`config.mk`:
```
export PLATFORM = sky130hd
export DESIGN_NAME = gpm_top
export DESIGN_NICKNAME = d
export VERILOG_FILES = /design/src/pkg/gpm_pkg.sv /design/src/rtl/gpm_hold.sv /design/src/rtl/gpm_pad_mux.sv /design/src/rtl/gpm_top.sv
export VERILOG_INCLUDE_DIRS = /design/src /design/src/pkg
export SDC_FILE = /design/constraint.sdc
export NUM_CORES = 1
export LEC_CHECK = 0
export BUFFER_PORTS_ARGS = -buffer_cell sky130_fd_sc_hd__buf_2
export CAP_MARGIN = 20
export CORE_MARGIN = 2
export CORE_UTILIZATION = 59
export CTS_CLUSTER_SIZE = 10
export DETAILED_ROUTE_END_ITERATION = 8
export PLACE_DENSITY_LB_ADDON = 0.3
export SYNTH_ARGS = -nofsm -noshare
export SYNTH_HDL_FRONTEND = slang
export SYNTH_HIERARCHICAL = 1
export SYNTH_SLANG_ARGS = --single-unit
```
`constraint.sdc`:
```
create_clock -name core_clk_i -period 3.4 [get_ports core_clk_i]
set_input_delay 0.17 -clock core_clk_i [delete_from_list [all_inputs] [get_ports core_clk_i]]
set_output_delay 0.17 -clock core_clk_i [all_outputs]
set_load 0.02 [all_outputs]
```
`src/pkg/gpm_map.svh`:
```
`ifndef GPM_MAP_SVH
`define GPM_MAP_SVH
`define GPM_OFS_FSEL0 32'hFFFFF400
`define GPM_OFS_FSEL1 32'hFFFFF404
`define GPM_OFS_FSEL2 32'hFFFFF408
`define GPM_OFS_DATA0 32'hFFFFF420
`define GPM_OFS_PAD0  32'hFFFFF42C
`define GPM_OFS_DATA1 32'hFFFFF430
`define GPM_OFS_PAD1  32'hFFFFF43C
`define GPM_OFS_DATA2 32'hFFFFF440
`define GPM_OFS_PAD2  32'hFFFFF44C
`define GPM_OFS_RCFG  32'hFFFFF450
`define GPM_RST_FSEL0 32'h00001111
`define GPM_RST_FSEL1 32'h00000000
`define GPM_RST_FSEL2 32'h00000000
`define GPM_RST_PAD0  32'h22220000
`define GPM_RST_PAD1  32'h22000022
`define GPM_RST_PAD2  32'h00000000
`define GPM_DBG_MASK  32'h0000FFF0
`define GPM_POS_DIR   24
`define GPM_POS_OUT   16
`define GPM_POS_RLVL  8
`define GPM_NPORT     3
`define GPM_NPIN      8
`define GPM_CLKMODE_EXT 2'h3
`endif

```
`src/pkg/gpm_pkg.sv`:
```
package gpm_pkg;
  typedef enum logic [1:0] {
    GPM_FN_GPIO = 2'b00,
    GPM_FN_ALT1 = 2'b01,
    GPM_FN_ALT2 = 2'b10,
    GPM_FN_ALT3 = 2'b11
  } gpm_fn_t;
  typedef struct packed {
    logic [7:0] oe;
    logic [7:0] dout;
  } gpm_alt_t;
  typedef struct packed {
    logic [7:0] o;
    logic [7:0] oe;
    logic [7:0] pu_en;
  } gpm_pad_t;
  typedef struct packed {
    logic [31:0] addr;
    logic [31:0] wdata;
    logic        wr;
    logic        rd;
  } gpm_bus_t;
endpackage

```
`src/rtl/gpm_hold.sv`:
```
`timescale 1ns/10ps
`default_nettype none
// freezes pad drive while the device sleeps
module gpm_hold
  import gpm_pkg::*;
(
  input  wire logic     core_clk_i,
  input  wire logic     rst_n_i,
  input  wire logic     sleep_i,
  input  wire gpm_pad_t live_i,
  output gpm_pad_t      pad_o
);
  gpm_pad_t held;
  gpm_pad_t next_held;
  // sample every cycle while awake so the frozen copy is current
  always_comb
  begin
    next_held = sleep_i ? held : live_i;
  end
  always_ff @(posedge core_clk_i or negedge rst_n_i)
  begin
    if (!rst_n_i)
      held <= '0;
    else
      held <= next_held;
  end
  assign pad_o = sleep_i ? held : live_i;
  a_hold_frozen: assert property (@(posedge core_clk_i) disable iff (!rst_n_i)
    sleep_i && $past(sleep_i) |-> pad_o == $past(pad_o))
    else $error("pads changed during power saving");
endmodule
`default_nettype wire

```
`src/rtl/gpm_pad_mux.sv`:
```
`timescale 1ns/10ps
`default_nettype none
// per-port pin mux: selector picks gpio or one of three alternates
module gpm_pad_mux
  import gpm_pkg::*;
(
  input  wire logic [31:0] fsel_i,
  input  wire logic [31:0] pad_i,
  input  wire logic [7:0]  dir_i,
  input  wire logic [7:0]  dout_i,
  input  wire logic [7:0]  pin_en_i,
  input  wire gpm_alt_t    alt1_i,
  input  wire gpm_alt_t    alt2_i,
  input  wire gpm_alt_t    alt3_i,
  output gpm_pad_t         pad_o
);
  // selector and pull-up bit for pin n both sit at 4n
  always_comb
  begin
    pad_o = '0;
    for (int n = 0; n < 8; n++)
    begin
      pad_o.pu_en[n] = pin_en_i[n] & ~pad_i[4*n];
      case (gpm_fn_t'(fsel_i[4*n +: 2]))
        GPM_FN_GPIO:
        begin
          pad_o.oe[n] = dir_i[n] & pin_en_i[n];
          pad_o.o[n]  = dout_i[n];
        end
        GPM_FN_ALT1:
        begin
          pad_o.oe[n] = alt1_i.oe[n] & pin_en_i[n];
          pad_o.o[n]  = alt1_i.dout[n];
        end
        GPM_FN_ALT2:
        begin
          pad_o.oe[n] = alt2_i.oe[n] & pin_en_i[n];
          pad_o.o[n]  = alt2_i.dout[n];
        end
        default:
        begin
          pad_o.oe[n] = alt3_i.oe[n] & pin_en_i[n];
          pad_o.o[n]  = alt3_i.dout[n];
        end
      endcase
    end
  end
endmodule
`default_nettype wire

```
`src/rtl/gpm_top.sv`:
```
`timescale 1ns/10ps
`default_nettype none
`include "gpm_map.svh"
// twenty-three-pin gpio with function mux, pad parameters and reset retention
module gpm_top
  import gpm_pkg::*;
(
  input  wire logic        core_clk_i,
  input  wire logic        rst_n_i,
  input  wire logic        soft_rst_i,
  input  wire logic        sleep_i,
  input  wire logic        pkg_40lead_i,
  input  wire logic [1:0]  clocking_mode_field_i,
  input  wire logic        core_clock_i,
  input  wire gpm_bus_t    bus_i,
  output logic [31:0]      rdata_o,
  input  wire logic [23:0] pin_i,
  output logic [23:0]      pin_o,
  output logic [23:0]      pin_oe_o,
  output logic [23:0]      pin_pu_en_o,
  input  wire gpm_alt_t    alt1_p0_i,
  input  wire gpm_alt_t    alt2_p0_i,
  input  wire gpm_alt_t    alt3_p0_i,
  input  wire gpm_alt_t    alt1_p1_i,
  input  wire gpm_alt_t    alt2_p1_i,
  input  wire gpm_alt_t    alt3_p1_i,
  input  wire gpm_alt_t    alt1_p2_i,
  input  wire gpm_alt_t    alt2_p2_i,
  input  wire gpm_alt_t    alt3_p2_i,
  output logic [23:0]      logic_array_input_o,
  output logic             core_clock_pin_in_o,
  output logic             i2c1_on_p0_o,
  output logic             i2c1_on_p1_o
);
  // port 2 pin 1 is absent; bit 17 of the flat pin vector is never driven
  localparam logic [23:0] PIN_PRESENT = 24'hFDFFFF;
  typedef struct packed {
    logic [2:0][31:0] fsel;
    logic [2:0][31:0] pad;
    logic [2:0][7:0]  dir;
    logic [2:0][7:0]  dout;
    logic [2:0][7:0]  rlvl;
    logic [2:0]       drv_locked;
    logic             keep_cfg;
    logic             boot_level;
    logic             cap_pending;
    logic [31:0]      rdata;
  } gpm_state_t;
  gpm_state_t st;
  gpm_state_t next_st;
  gpm_pad_t   live [3];
  gpm_pad_t   frozen [3];
  gpm_alt_t   alt2_p0_r;
  gpm_alt_t   alt1_p1_r;
  gpm_alt_t   alt2_p1_r;
  logic [7:0] pin_in [3];
  // drive fields are bits 4n+2:4n+1, writable only before the first write
  function automatic logic [31:0] drv_mask();
    return 32'h66666666;
  endfunction
  // maps a byte address to port index, 3 when no match
  function automatic logic [1:0] port_of(input logic [31:0] a,
                                          input logic [31:0] b0,
                                          input logic [31:0] b1,
                                          input logic [31:0] b2);
    if (a == b0)
      return 2'd0;
    else if (a == b1)
      return 2'd1;
    else if (a == b2)
      return 2'd2;
    else
      return 2'd3;
  endfunction
  always_comb
  begin
    for (int p = 0; p < 3; p++)
      pin_in[p] = pin_i[8*p +: 8];
  end
  // register file, retention and capture
  always_comb
  begin
    logic [1:0]  fp;
    logic [1:0]  pp;
    logic [1:0]  dp;
    logic [31:0] keep;
    fp = port_of(bus_i.addr, `GPM_OFS_FSEL0, `GPM_OFS_FSEL1, `GPM_OFS_FSEL2);
    pp = port_of(bus_i.addr, `GPM_OFS_PAD0, `GPM_OFS_PAD1, `GPM_OFS_PAD2);
    dp = port_of(bus_i.addr, `GPM_OFS_DATA0, `GPM_OFS_DATA1, `GPM_OFS_DATA2);
    keep = '0;
    next_st = st;
    next_st.cap_pending = 1'b0;
    // first cycle after reset release: catch boot level and reset-time pins
    if (st.cap_pending)
    begin
      next_st.boot_level = pin_in[0][0];
      for (int p = 0; p < 3; p++)
        next_st.rlvl[p] = pin_in[p];
      if (!pin_in[0][0])
        next_st.fsel[0] = `GPM_RST_FSEL0 & ~`GPM_DBG_MASK;
    end
    if (bus_i.wr)
    begin
      if (fp != 2'd3)
        next_st.fsel[fp] = bus_i.wdata & 32'h33333333;
      else if (pp != 2'd3)
      begin
        keep = st.drv_locked[pp] ? drv_mask() : 32'h0;
        next_st.pad[pp] = ((bus_i.wdata & ~keep) | (st.pad[pp] & keep)) & 32'h77777777;
        next_st.drv_locked[pp] = 1'b1;
      end
      else if (dp != 2'd3)
      begin
        next_st.dir[dp]  = bus_i.wdata[`GPM_POS_DIR +: 8];
        next_st.dout[dp] = bus_i.wdata[`GPM_POS_OUT +: 8];
      end
      else if (bus_i.addr == `GPM_OFS_RCFG)
        next_st.keep_cfg = bus_i.wdata[0];
    end
    // software or watchdog reset restores defaults unless retention is set
    if (soft_rst_i && !st.keep_cfg)
    begin
      next_st.fsel = {`GPM_RST_FSEL2, `GPM_RST_FSEL1, `GPM_RST_FSEL0};
      next_st.pad  = {`GPM_RST_PAD2, `GPM_RST_PAD1, `GPM_RST_PAD0};
      next_st.dir  = '0;
      next_st.dout = '0;
      next_st.drv_locked  = '0;
      next_st.cap_pending = 1'b1;
    end
    // read data stand the cycle after the strobe; unmapped reads zero
    next_st.rdata = '0;
    if (bus_i.rd)
    begin
      if (fp != 2'd3)
        next_st.rdata = st.fsel[fp];
      else if (pp != 2'd3)
        next_st.rdata = st.pad[pp];
      else if (dp != 2'd3)
        next_st.rdata = {st.dir[dp], st.dout[dp], st.rlvl[dp], pin_in[dp]};
      else if (bus_i.addr == `GPM_OFS_RCFG)
        next_st.rdata = {31'h0, st.keep_cfg};
    end
  end
  // hardware reset always restores defaults; capture follows next cycle
  always_ff @(posedge core_clk_i or negedge rst_n_i)
  begin
    if (!rst_n_i)
    begin
      st <= '0;
      st.fsel <= {`GPM_RST_FSEL2, `GPM_RST_FSEL1, `GPM_RST_FSEL0};
      st.pad  <= {`GPM_RST_PAD2, `GPM_RST_PAD1, `GPM_RST_PAD0};
      st.cap_pending <= 1'b1;
    end
    else
      st <= next_st;
  end
  assign rdata_o = st.rdata;
  // p1.2 mode 2 drives core clock unless external clock mode is chosen
  always_comb
  begin
    alt1_p1_r = alt1_p1_i;
    alt2_p1_r = alt2_p1_i;
    alt2_p0_r = alt2_p0_i;
    alt2_p1_r.dout[2] = core_clock_i;
    alt2_p1_r.oe[2]   = (clocking_mode_field_i != `GPM_CLKMODE_EXT);
    // second i2c only where the package bonds it
    if (pkg_40lead_i)
    begin
      alt2_p0_r.oe[7:6] = 2'b00;
    end
    else
    begin
      alt1_p1_r.oe[7:6] = 2'b00;
    end
  end
  assign core_clock_pin_in_o = (clocking_mode_field_i == `GPM_CLKMODE_EXT) && pin_i[10];
  assign i2c1_on_p0_o = !pkg_40lead_i && (st.fsel[0][25:24] == 2'b10);
  assign i2c1_on_p1_o = pkg_40lead_i && (st.fsel[1][25:24] == 2'b01);
  gpm_pad_mux u_mux0 (
    .fsel_i   (st.fsel[0]),
    .pad_i    (st.pad[0]),
    .dir_i    (st.dir[0]),
    .dout_i   (st.dout[0]),
    .pin_en_i (PIN_PRESENT[7:0]),
    .alt1_i   (alt1_p0_i),
    .alt2_i   (alt2_p0_r),
    .alt3_i   (alt3_p0_i),
    .pad_o    (live[0])
  );
  gpm_pad_mux u_mux1 (
    .fsel_i   (st.fsel[1]),
    .pad_i    (st.pad[1]),
    .dir_i    (st.dir[1]),
    .dout_i   (st.dout[1]),
    .pin_en_i (PIN_PRESENT[15:8]),
    .alt1_i   (alt1_p1_r),
    .alt2_i   (alt2_p1_r),
    .alt3_i   (alt3_p1_i),
    .pad_o    (live[1])
  );
  gpm_pad_mux u_mux2 (
    .fsel_i   (st.fsel[2]),
    .pad_i    (st.pad[2]),
    .dir_i    (st.dir[2]),
    .dout_i   (st.dout[2]),
    .pin_en_i (PIN_PRESENT[23:16]),
    .alt1_i   (alt1_p2_i),
    .alt2_i   (alt2_p2_i),
    .alt3_i   (alt3_p2_i),
    .pad_o    (live[2])
  );
  for (genvar p = 0; p < 3; p++)
  begin : g_hold
    gpm_hold u_hold (
      .core_clk_i (core_clk_i),
      .rst_n_i    (rst_n_i),
      .sleep_i    (sleep_i),
      .live_i     (live[p]),
      .pad_o      (frozen[p])
    );
    assign pin_o[8*p +: 8]       = frozen[p].o;
    assign pin_oe_o[8*p +: 8]    = frozen[p].oe;
    assign pin_pu_en_o[8*p +: 8] = frozen[p].pu_en;
  end
  // the logic array sees every pin whatever its function
  assign logic_array_input_o = pin_i & PIN_PRESENT;
  a_rd_fsel0: assert property (@(posedge core_clk_i) disable iff (!rst_n_i)
    bus_i.rd && bus_i.addr == `GPM_OFS_FSEL0 |=> rdata_o == $past(st.fsel[0]))
    else $error("function select readback wrong");
  a_rd_live_in: assert property (@(posedge core_clk_i) disable iff (!rst_n_i)
    bus_i.rd && bus_i.addr == `GPM_OFS_DATA1 |=> rdata_o[7:0] == $past(pin_i[15:8]))
    else $error("data input byte not live");
  a_drv_once: assert property (@(posedge core_clk_i) disable iff (!rst_n_i)
    st.drv_locked[1] && !soft_rst_i |=> (st.pad[1] & 32'h66666666) ==
      $past(st.pad[1] & 32'h66666666))
    else $error("drive strength changed after first write");
  a_gpio_undriven: assert property (@(posedge core_clk_i) disable iff (!rst_n_i)
    !sleep_i && st.fsel[2][1:0] == 2'b00 && !st.dir[2][0] |-> !pin_oe_o[16])
    else $error("gpio input pin driven");
  a_pullup_bit: assert property (@(posedge core_clk_i) disable iff (!rst_n_i)
    !sleep_i |-> pin_pu_en_o[12] == !st.pad[1][16])
    else $error("pull-up disagrees with pad params");
  a_keep_cfg: assert property (@(posedge core_clk_i) disable iff (!rst_n_i)
    soft_rst_i && st.keep_cfg && !bus_i.wr |=> st.fsel == $past(st.fsel))
    else $error("retention lost on soft reset");
  a_plain_reset: assert property (@(posedge core_clk_i) disable iff (!rst_n_i)
    soft_rst_i && !st.keep_cfg |=> st.fsel[1] == 32'h0 && st.dir == '0)
    else $error("soft reset left non-default config");
  a_core_clock_pin_dir: assert property (@(posedge core_clk_i) disable iff (!rst_n_i)
    !sleep_i && st.fsel[1][9:8] == 2'b10 |-> pin_oe_o[10] ==
      (clocking_mode_field_i != 2'h3))
    else $error("core clock pin direction wrong");
  a_la_input: assert property (@(posedge core_clk_i) disable iff (!rst_n_i)
    logic_array_input_o[7:0] == pin_i[7:0])
    else $error("logic array input gated");
endmodule
`default_nettype wire
```
# Yosys cells after proc, flatten, opt, wreduce, memory -nomap -nowiden
# Index checks and enable logic that the tools add are counted.
[word_totals] ff_bits=373 input_bits=242 out_inout_bits=131 wordCells=284
[classes] order_cmp=7 eq_ne=65 n_mux=111 bitwise_logic=32 reduce_logical=41
[ops] operator="240-bit two-way mux" count=2
[ops] operator="32-bit == test, second input constant" count=10
[ops] operator="32-bit two-way mux" count=10
[ops] operator="96-bit bitwise mux" count=2
[ops] operator="96-bit two-way mux" count=2
[ops] operator="144-bit two-way mux" count=1
[ops] operator="1-bit one-hot mux with 3 select lines" count=47
[ops] operator="32-bit binary-select mux with 2-bit select" count=2
[ops] operator="32-bit demux with 2-bit select" count=2
[ops] operator="48-bit two-way mux" count=2
[ops] operator="24-bit two-way mux" count=3
[ops] operator="8-bit binary-select mux with 2-bit select" count=4
[ops] operator="31-bit AND" count=2
[ops] operator="2-bit == test, second input constant" count=25
[ops] operator="24-bit bitwise mux" count=2
[ops] operator="2-bit by 1-bit == test with 1-bit output, second input constant" count=24
[ops] operator="2-bit zero test" count=24
[ops] operator="8-bit two-way mux" count=6
[ops] operator="31-bit two-way mux" count=1
[ops] operator="31-bit inverter" count=1
[ops] operator="31-bit OR" count=1
[ops] operator="1-bit inverter" count=26
[ops] operator="8-bit demux with 2-bit select" count=1
[ops] operator="2-bit two-way mux" count=8
[ops] operator="18 further kinds" count=48

# Depth between registers and ports, before layout
[depth] ltp_word=15 mapped_depth=10 mapped_depth_nobuf=6

# Hierarchy
# Netlist, hierarchy kept.
[modules_own_cells] mod="gpm_top" instances=1 cells_each=1233 area_per_inst_um2=12020.3 seq_area_each_um2=6147.1
[modules_own_cells] mod="gpm_hold" instances=3 cells_each=51 area_per_inst_um2=997.2 seq_area_each_um2=600.6
[modules_own_cells] mod="gpm_pad_mux" instances=3 cells_each=32 area_per_inst_um2=490.5 seq_area_each_um2=0.0

# Worst setup path before layout
# No wires, ideal clock.
[synth_path] path_type="input-to-reg" from="input bus_i[41] (netlist bit)" to="register st[148] (netlist bit)" setup_ns=0.155 arrival_ns=2.382 required_ns=3.245 path_slack_ns=0.863 path_stages=10 path_buffers=4 cell_sequence="buf_6 or3b_4 or4_1 or4_1 buf_2 and3_1 buf_6 buf_6 mux2i_2 a211oi_1"
[synth_between] elab_chain_cells=15 word_cells_on_any_way=36 classes_between="order compare (2); eq/ne (9); mux (18); bitwise (4); reduce/logical (3)"
[synth_lines] item="start: declaration" line="gpm_top.sv:15" source="input wire gpm_bus_t bus_i,"
[synth_lines] item="32-bit == test" line="gpm_top.sv:70" source="else if (a == b2)"
[synth_lines] item="1-bit two-way mux" line="gpm_top.sv:70"
[synth_lines] item="2-bit two-way mux" line="gpm_top.sv:68" source="else if (a == b1)"
[synth_lines] item="2-bit two-way mux" line="gpm_top.sv:66" source="if (a == b0)"
[synth_lines] item="1-bit binary-select mux with 2-bit select" line="gpm_top.sv:108" source="keep = st.drv_locked[pp] ? drv_mask() : 32'h0;"
[synth_lines] item="1-bit two-way mux (not written as such)" line="gpm_top.sv:108"
[synth_lines] item="31-bit two-way mux" line="gpm_top.sv:108"
[synth_lines] item="31-bit inverter" line="gpm_top.sv:109" source="next_st.pad[pp] = ((bus_i.wdata & ~keep) | (st.pad[pp] & keep)) & 32'h77777777;"
[synth_lines] item="31-bit AND" line="gpm_top.sv:109"
[synth_lines] item="31-bit OR" line="gpm_top.sv:109"
[synth_lines] item="96-bit bitwise mux" line="gpm_top.sv:109"
[synth_lines] item="96-bit two-way mux" line="gpm_top.sv:106" source="else if (pp != 2'd3)"
[synth_lines] item="144-bit two-way mux" line="gpm_top.sv:104" source="if (fp != 2'd3)"
[synth_lines] item="240-bit two-way mux" line="gpm_top.sv:102" source="if (bus_i.wr)"
[synth_lines] item="240-bit two-way mux" line="gpm_top.sv:121" source="if (soft_rst_i && !st.keep_cfg)"
[synth_lines] item="end signal: assignment" line="gpm_top.sv:155" source="st <= next_st;"
[synth_lines] item="end: declaration" line="gpm_top.sv:49" source="gpm_state_t st;"
# Parallel ways exist; a longest one is shown, timed or not. The select of a mux whose other input is x is not followed.
# A chain may end at the register's enable or synchronous reset.

==> results by group <==
STA
  – Fin. Hold Viols: 0
  – Fmax: ~0.38 GHz
  – Unrepaired setup endpoints after global routing: no
  – Relative slew slack: 0.369
  – Clk_skew: 0.0133 ns
  – Min Tclk post-route: roughly 2.6 ns
  – Setup violators final: 0
  – Final Cycle Share: 0.771
  – Setup tns final: 0 ns
  – Count of final max-slew check failures: 0
  – Slew @ Worst Pin: 0.947 ns

Floorplanning
  – Die Y: roughly 170 µm
  – Chip Width: 171 µm
  – Rows: 61
  – Io pins: 373
  – Core Box Area: roughly 28000 µm²
  – Die area: a little under 30000 µm²
  – Initial core utilization: 0.597

Critical path
  – Reg2Reg Setup Slack: 1.21 ns
  – Max incr delay on CP: 0.56 ns
  – Crit path depth: 10
  – CP max-delay cell: or4_1
  – WP data required: between 3 and 4 ns
  – Worst Path Buf+Inv: 4
  – RR Startpoint: st[35]
  – Crit end category: flip-flop
  – CP max FO: 17
  – Delay-heaviest family, CP: simple AND/OR/NAND/NOR gates
  – CP endpoint: rdata_o[7]
  – Reg2Reg Depth: 5
  – Startpoint Class: input port
  – CP startpoint: bus_i[42]
  – Crit-path cells: buf_2 -> nand4bb_1 -> or4_1 -> buf_4 -> or4_1 -> nor2_2 -> buf_4 -> nand2_1 -> a21boi_1 -> dlygate4sd3_1
  – Critical R2R Capture: st[132]
  – Critical path type: in -> reg
  – Arrival time worst endpoint: about 3.1 ns

Power
  – Maximum vdd drop: 0.393 mV
  – Part of the power in registers: 0.459
  – Net Sw Frac: 0.238
  – Static Leak: 9.86 nW
  – Power Dens Cells: 420 nW/µm²
  – Psw: 2.02 mW
  – Cell internal pwr: approximately 6.4 mW
  – Comb power frac: 0.095
  – Clock share of power: 0.447

Yosys
  – Mean Syn Cell Area: around 11 µm²
  – Register area share after synthesis: 0.482
  – Synthesized area: between 15000 and 20000 µm²
  – Post-synth EDFFs: 0
  – Netlist cell types: 67
  – Ys Warns: 6
  – Most used DFF post-synth: dfrtp_1
  – Cells after synthesis: about 1500
  – Synth Register Bits: between 300 and 400
  – Async SR Flop Fraction: 1.00

CTS
  – CTS Buffer Depth: 3
  – CTS tree: yes
  – Post-CTS setup buffer count: 0
  – Clk_lat worst skew: 0.52 ns
  – Sink Count: about 320
  – Clk slew on worst S/H paths: ~0.060 ns
  – CTS buffer count: 38
  – H-tree levels: 2
  – Post-CTS Hold Buffers: 49
  – Root Driver: clkbuf_16
  – PostCTS Resize Cnt: 0

Finish
  – Non-Filler Instances: about 2300
  – Total Nets Final: about 2100
  – Layout cells sized above 1: 0.327
  – Area growth from synthesis to final layout: 22.2%

Placement
  – Placed insts: 2165
  – Gp weighted congestion: between 0.9 and 1
  – HPWL Detailed: just under 40000 µm
  – Buffers on Ports: around 370

Detailed routing
  – Drt drc: 0
  – Detailed Route WL: 55700 µm
  – DR WL/cell: approximately 24 µm
  – Antenna Nets Post-Route: 0
  – Iter 0 DRT Violations: roughly 1800
  – Number of vias in the routed layout: roughly 14000
  – First-pass iteration count of the detailed router: 6
  – DR vias/cell: about 6.2

Global route
  – Grt ovf: 0
  – First-pass GRT wire length: between 80000 and 90000 µm
  – Largest net degree at the start of global routing: 86
  – Number of antenna violations at the first check in global routing: 11
  – Vias in the first global route: approximately 14000
  – GRT Util Overall: 0.376

Flow run
  – Max-cap violation count: 0

Status
  – Status: finished, final reports clean

Min path
  – Hold/Removal Path Class: in -> reg
cells in the mapped netlist (all sizes together), types with 44 or more instances:
master / instances / area [µm²]
nor2: 92 / 345
and2: 44 / 275
nand3: 47 / 235
dfrtp: 304 / 7610
buf: 82 / 677
mux2i: 71 / 733
o21ai: 73 / 365
a21oi: 105 / 526
mux4: 48 / 1170
clkbuf: 81 / 304
mux2: 98 / 1330
nand2: 168 / 631
a211oi: 48 / 365
through the flow:
stage          hold WS [ns]  worst slack (ns)  total power, mW  instance area, µm²  utilization
2_1_floorplan        -0.126             0.863             4.33               16700            -
3_5_place_dp          0.223             0.543             4.69               18500        0.670
5_1_grt              0.0254             0.672             8.70               20100        0.729
3_3_place_gp          0.226             0.591             4.67               18500        0.670
4_1_cts             0.00322             0.816             8.48               20100        0.729
6_report             0.0210             0.779             8.46               20200        0.729
cells in the final DEF, fill, tap and decap left out, drive strengths merged, types with 44 or more instances in the layout:
cell         instances
nor2                92
a211oi              48
nand3               47
o21ai               73
nand2              168
a21oi              105
dfrtp              304
mux2                98
mux2i               71
clkbuf              59
and2                44
mux4                48
dlygate4sd3         49
buf                421
conb                49
layer usage:
layer	track usage	wire [µm]	vias to the layer above
li1	-	-	6100
met1	0.494	20600	6958
met2	0.590	25700	1010
met3	0.0902	6370	179
met4	0.186	2950	6
met5	0	38	-
worst register-to-register path: cells and delay by family, from the launching register on:
family,cells,cell delay (ns)
AO/OA/AOI/OAI,2,0.51
AND/OR/NAND/NOR,1,0.59
buffers and inverters,1,0.24
multiplexers,1,0.34
flip-flops,1,0.34
power by group through the flow:
| stage | Clock (mW) | Combinational, mW | Sequential, mW |
|---|---|---|---|
| finish | 3.78 | 0.802 | 3.88 |
| global route | 3.95 | 0.858 | 3.88 |
| CTS | 3.80 | 0.792 | 3.88 |
| detailed placement | 0 | 0.743 | 3.94 |
| global placement | 0 | 0.729 | 3.94 |
| floorplan | 0 | 0.396 | 3.93 |
state kept, by name, indices dropped and copies added, names as in the netlist:
signal              flops
g_hold.u_hold/held     72
rdata_o                32
st                    213
worst min path at each step:
stage / from / endpoint / slack, ns / cells after the start
after floorplan: rst_n_i / g_hold[0].u_hold/held[0] / -0.13 / 0
after global placement: rst_n_i / g_hold[0].u_hold/held[9] / 0.23 / 1
after detailed placement: rst_n_i / g_hold[0].u_hold/held[9] / 0.22 / 1
after CTS: bus_i[28] / st[96] / 0.003 / 3
after global routing: bus_i[30] / st[138] / 0.03 / 3
final: bus_i[28] / st[96] / 0.02 / 3
layout make-up:
cell class / count / area, µm²
Sequential cell: 317 / 7950
Multi-Input combinational cell: 1037 / 7730
Fill cell: 1966 / 7480
Timing Repair Buffer: 470 / 2810
Clock buffer: 59 / 1050
Tap cell: 378 / 473
Clock inverter: 3 / 68.8
Inverter: 12 / 47.5
Antenna cell: 7 / 17.5
cell families after synthesis:
| kind of cell | count (synthesis) | synth area share |
|---|---|---|
| flops | 317 | 0.482 |
| mux | 217 | 0.196 |
| compound gates | 335 | 0.132 |
| buf+inv | 175 | 0.0622 |
| other cells | 2 | 0.000456 |
| simple gates | 436 | 0.127 |
Note: power is estimated with default switching activity, not from simulation.
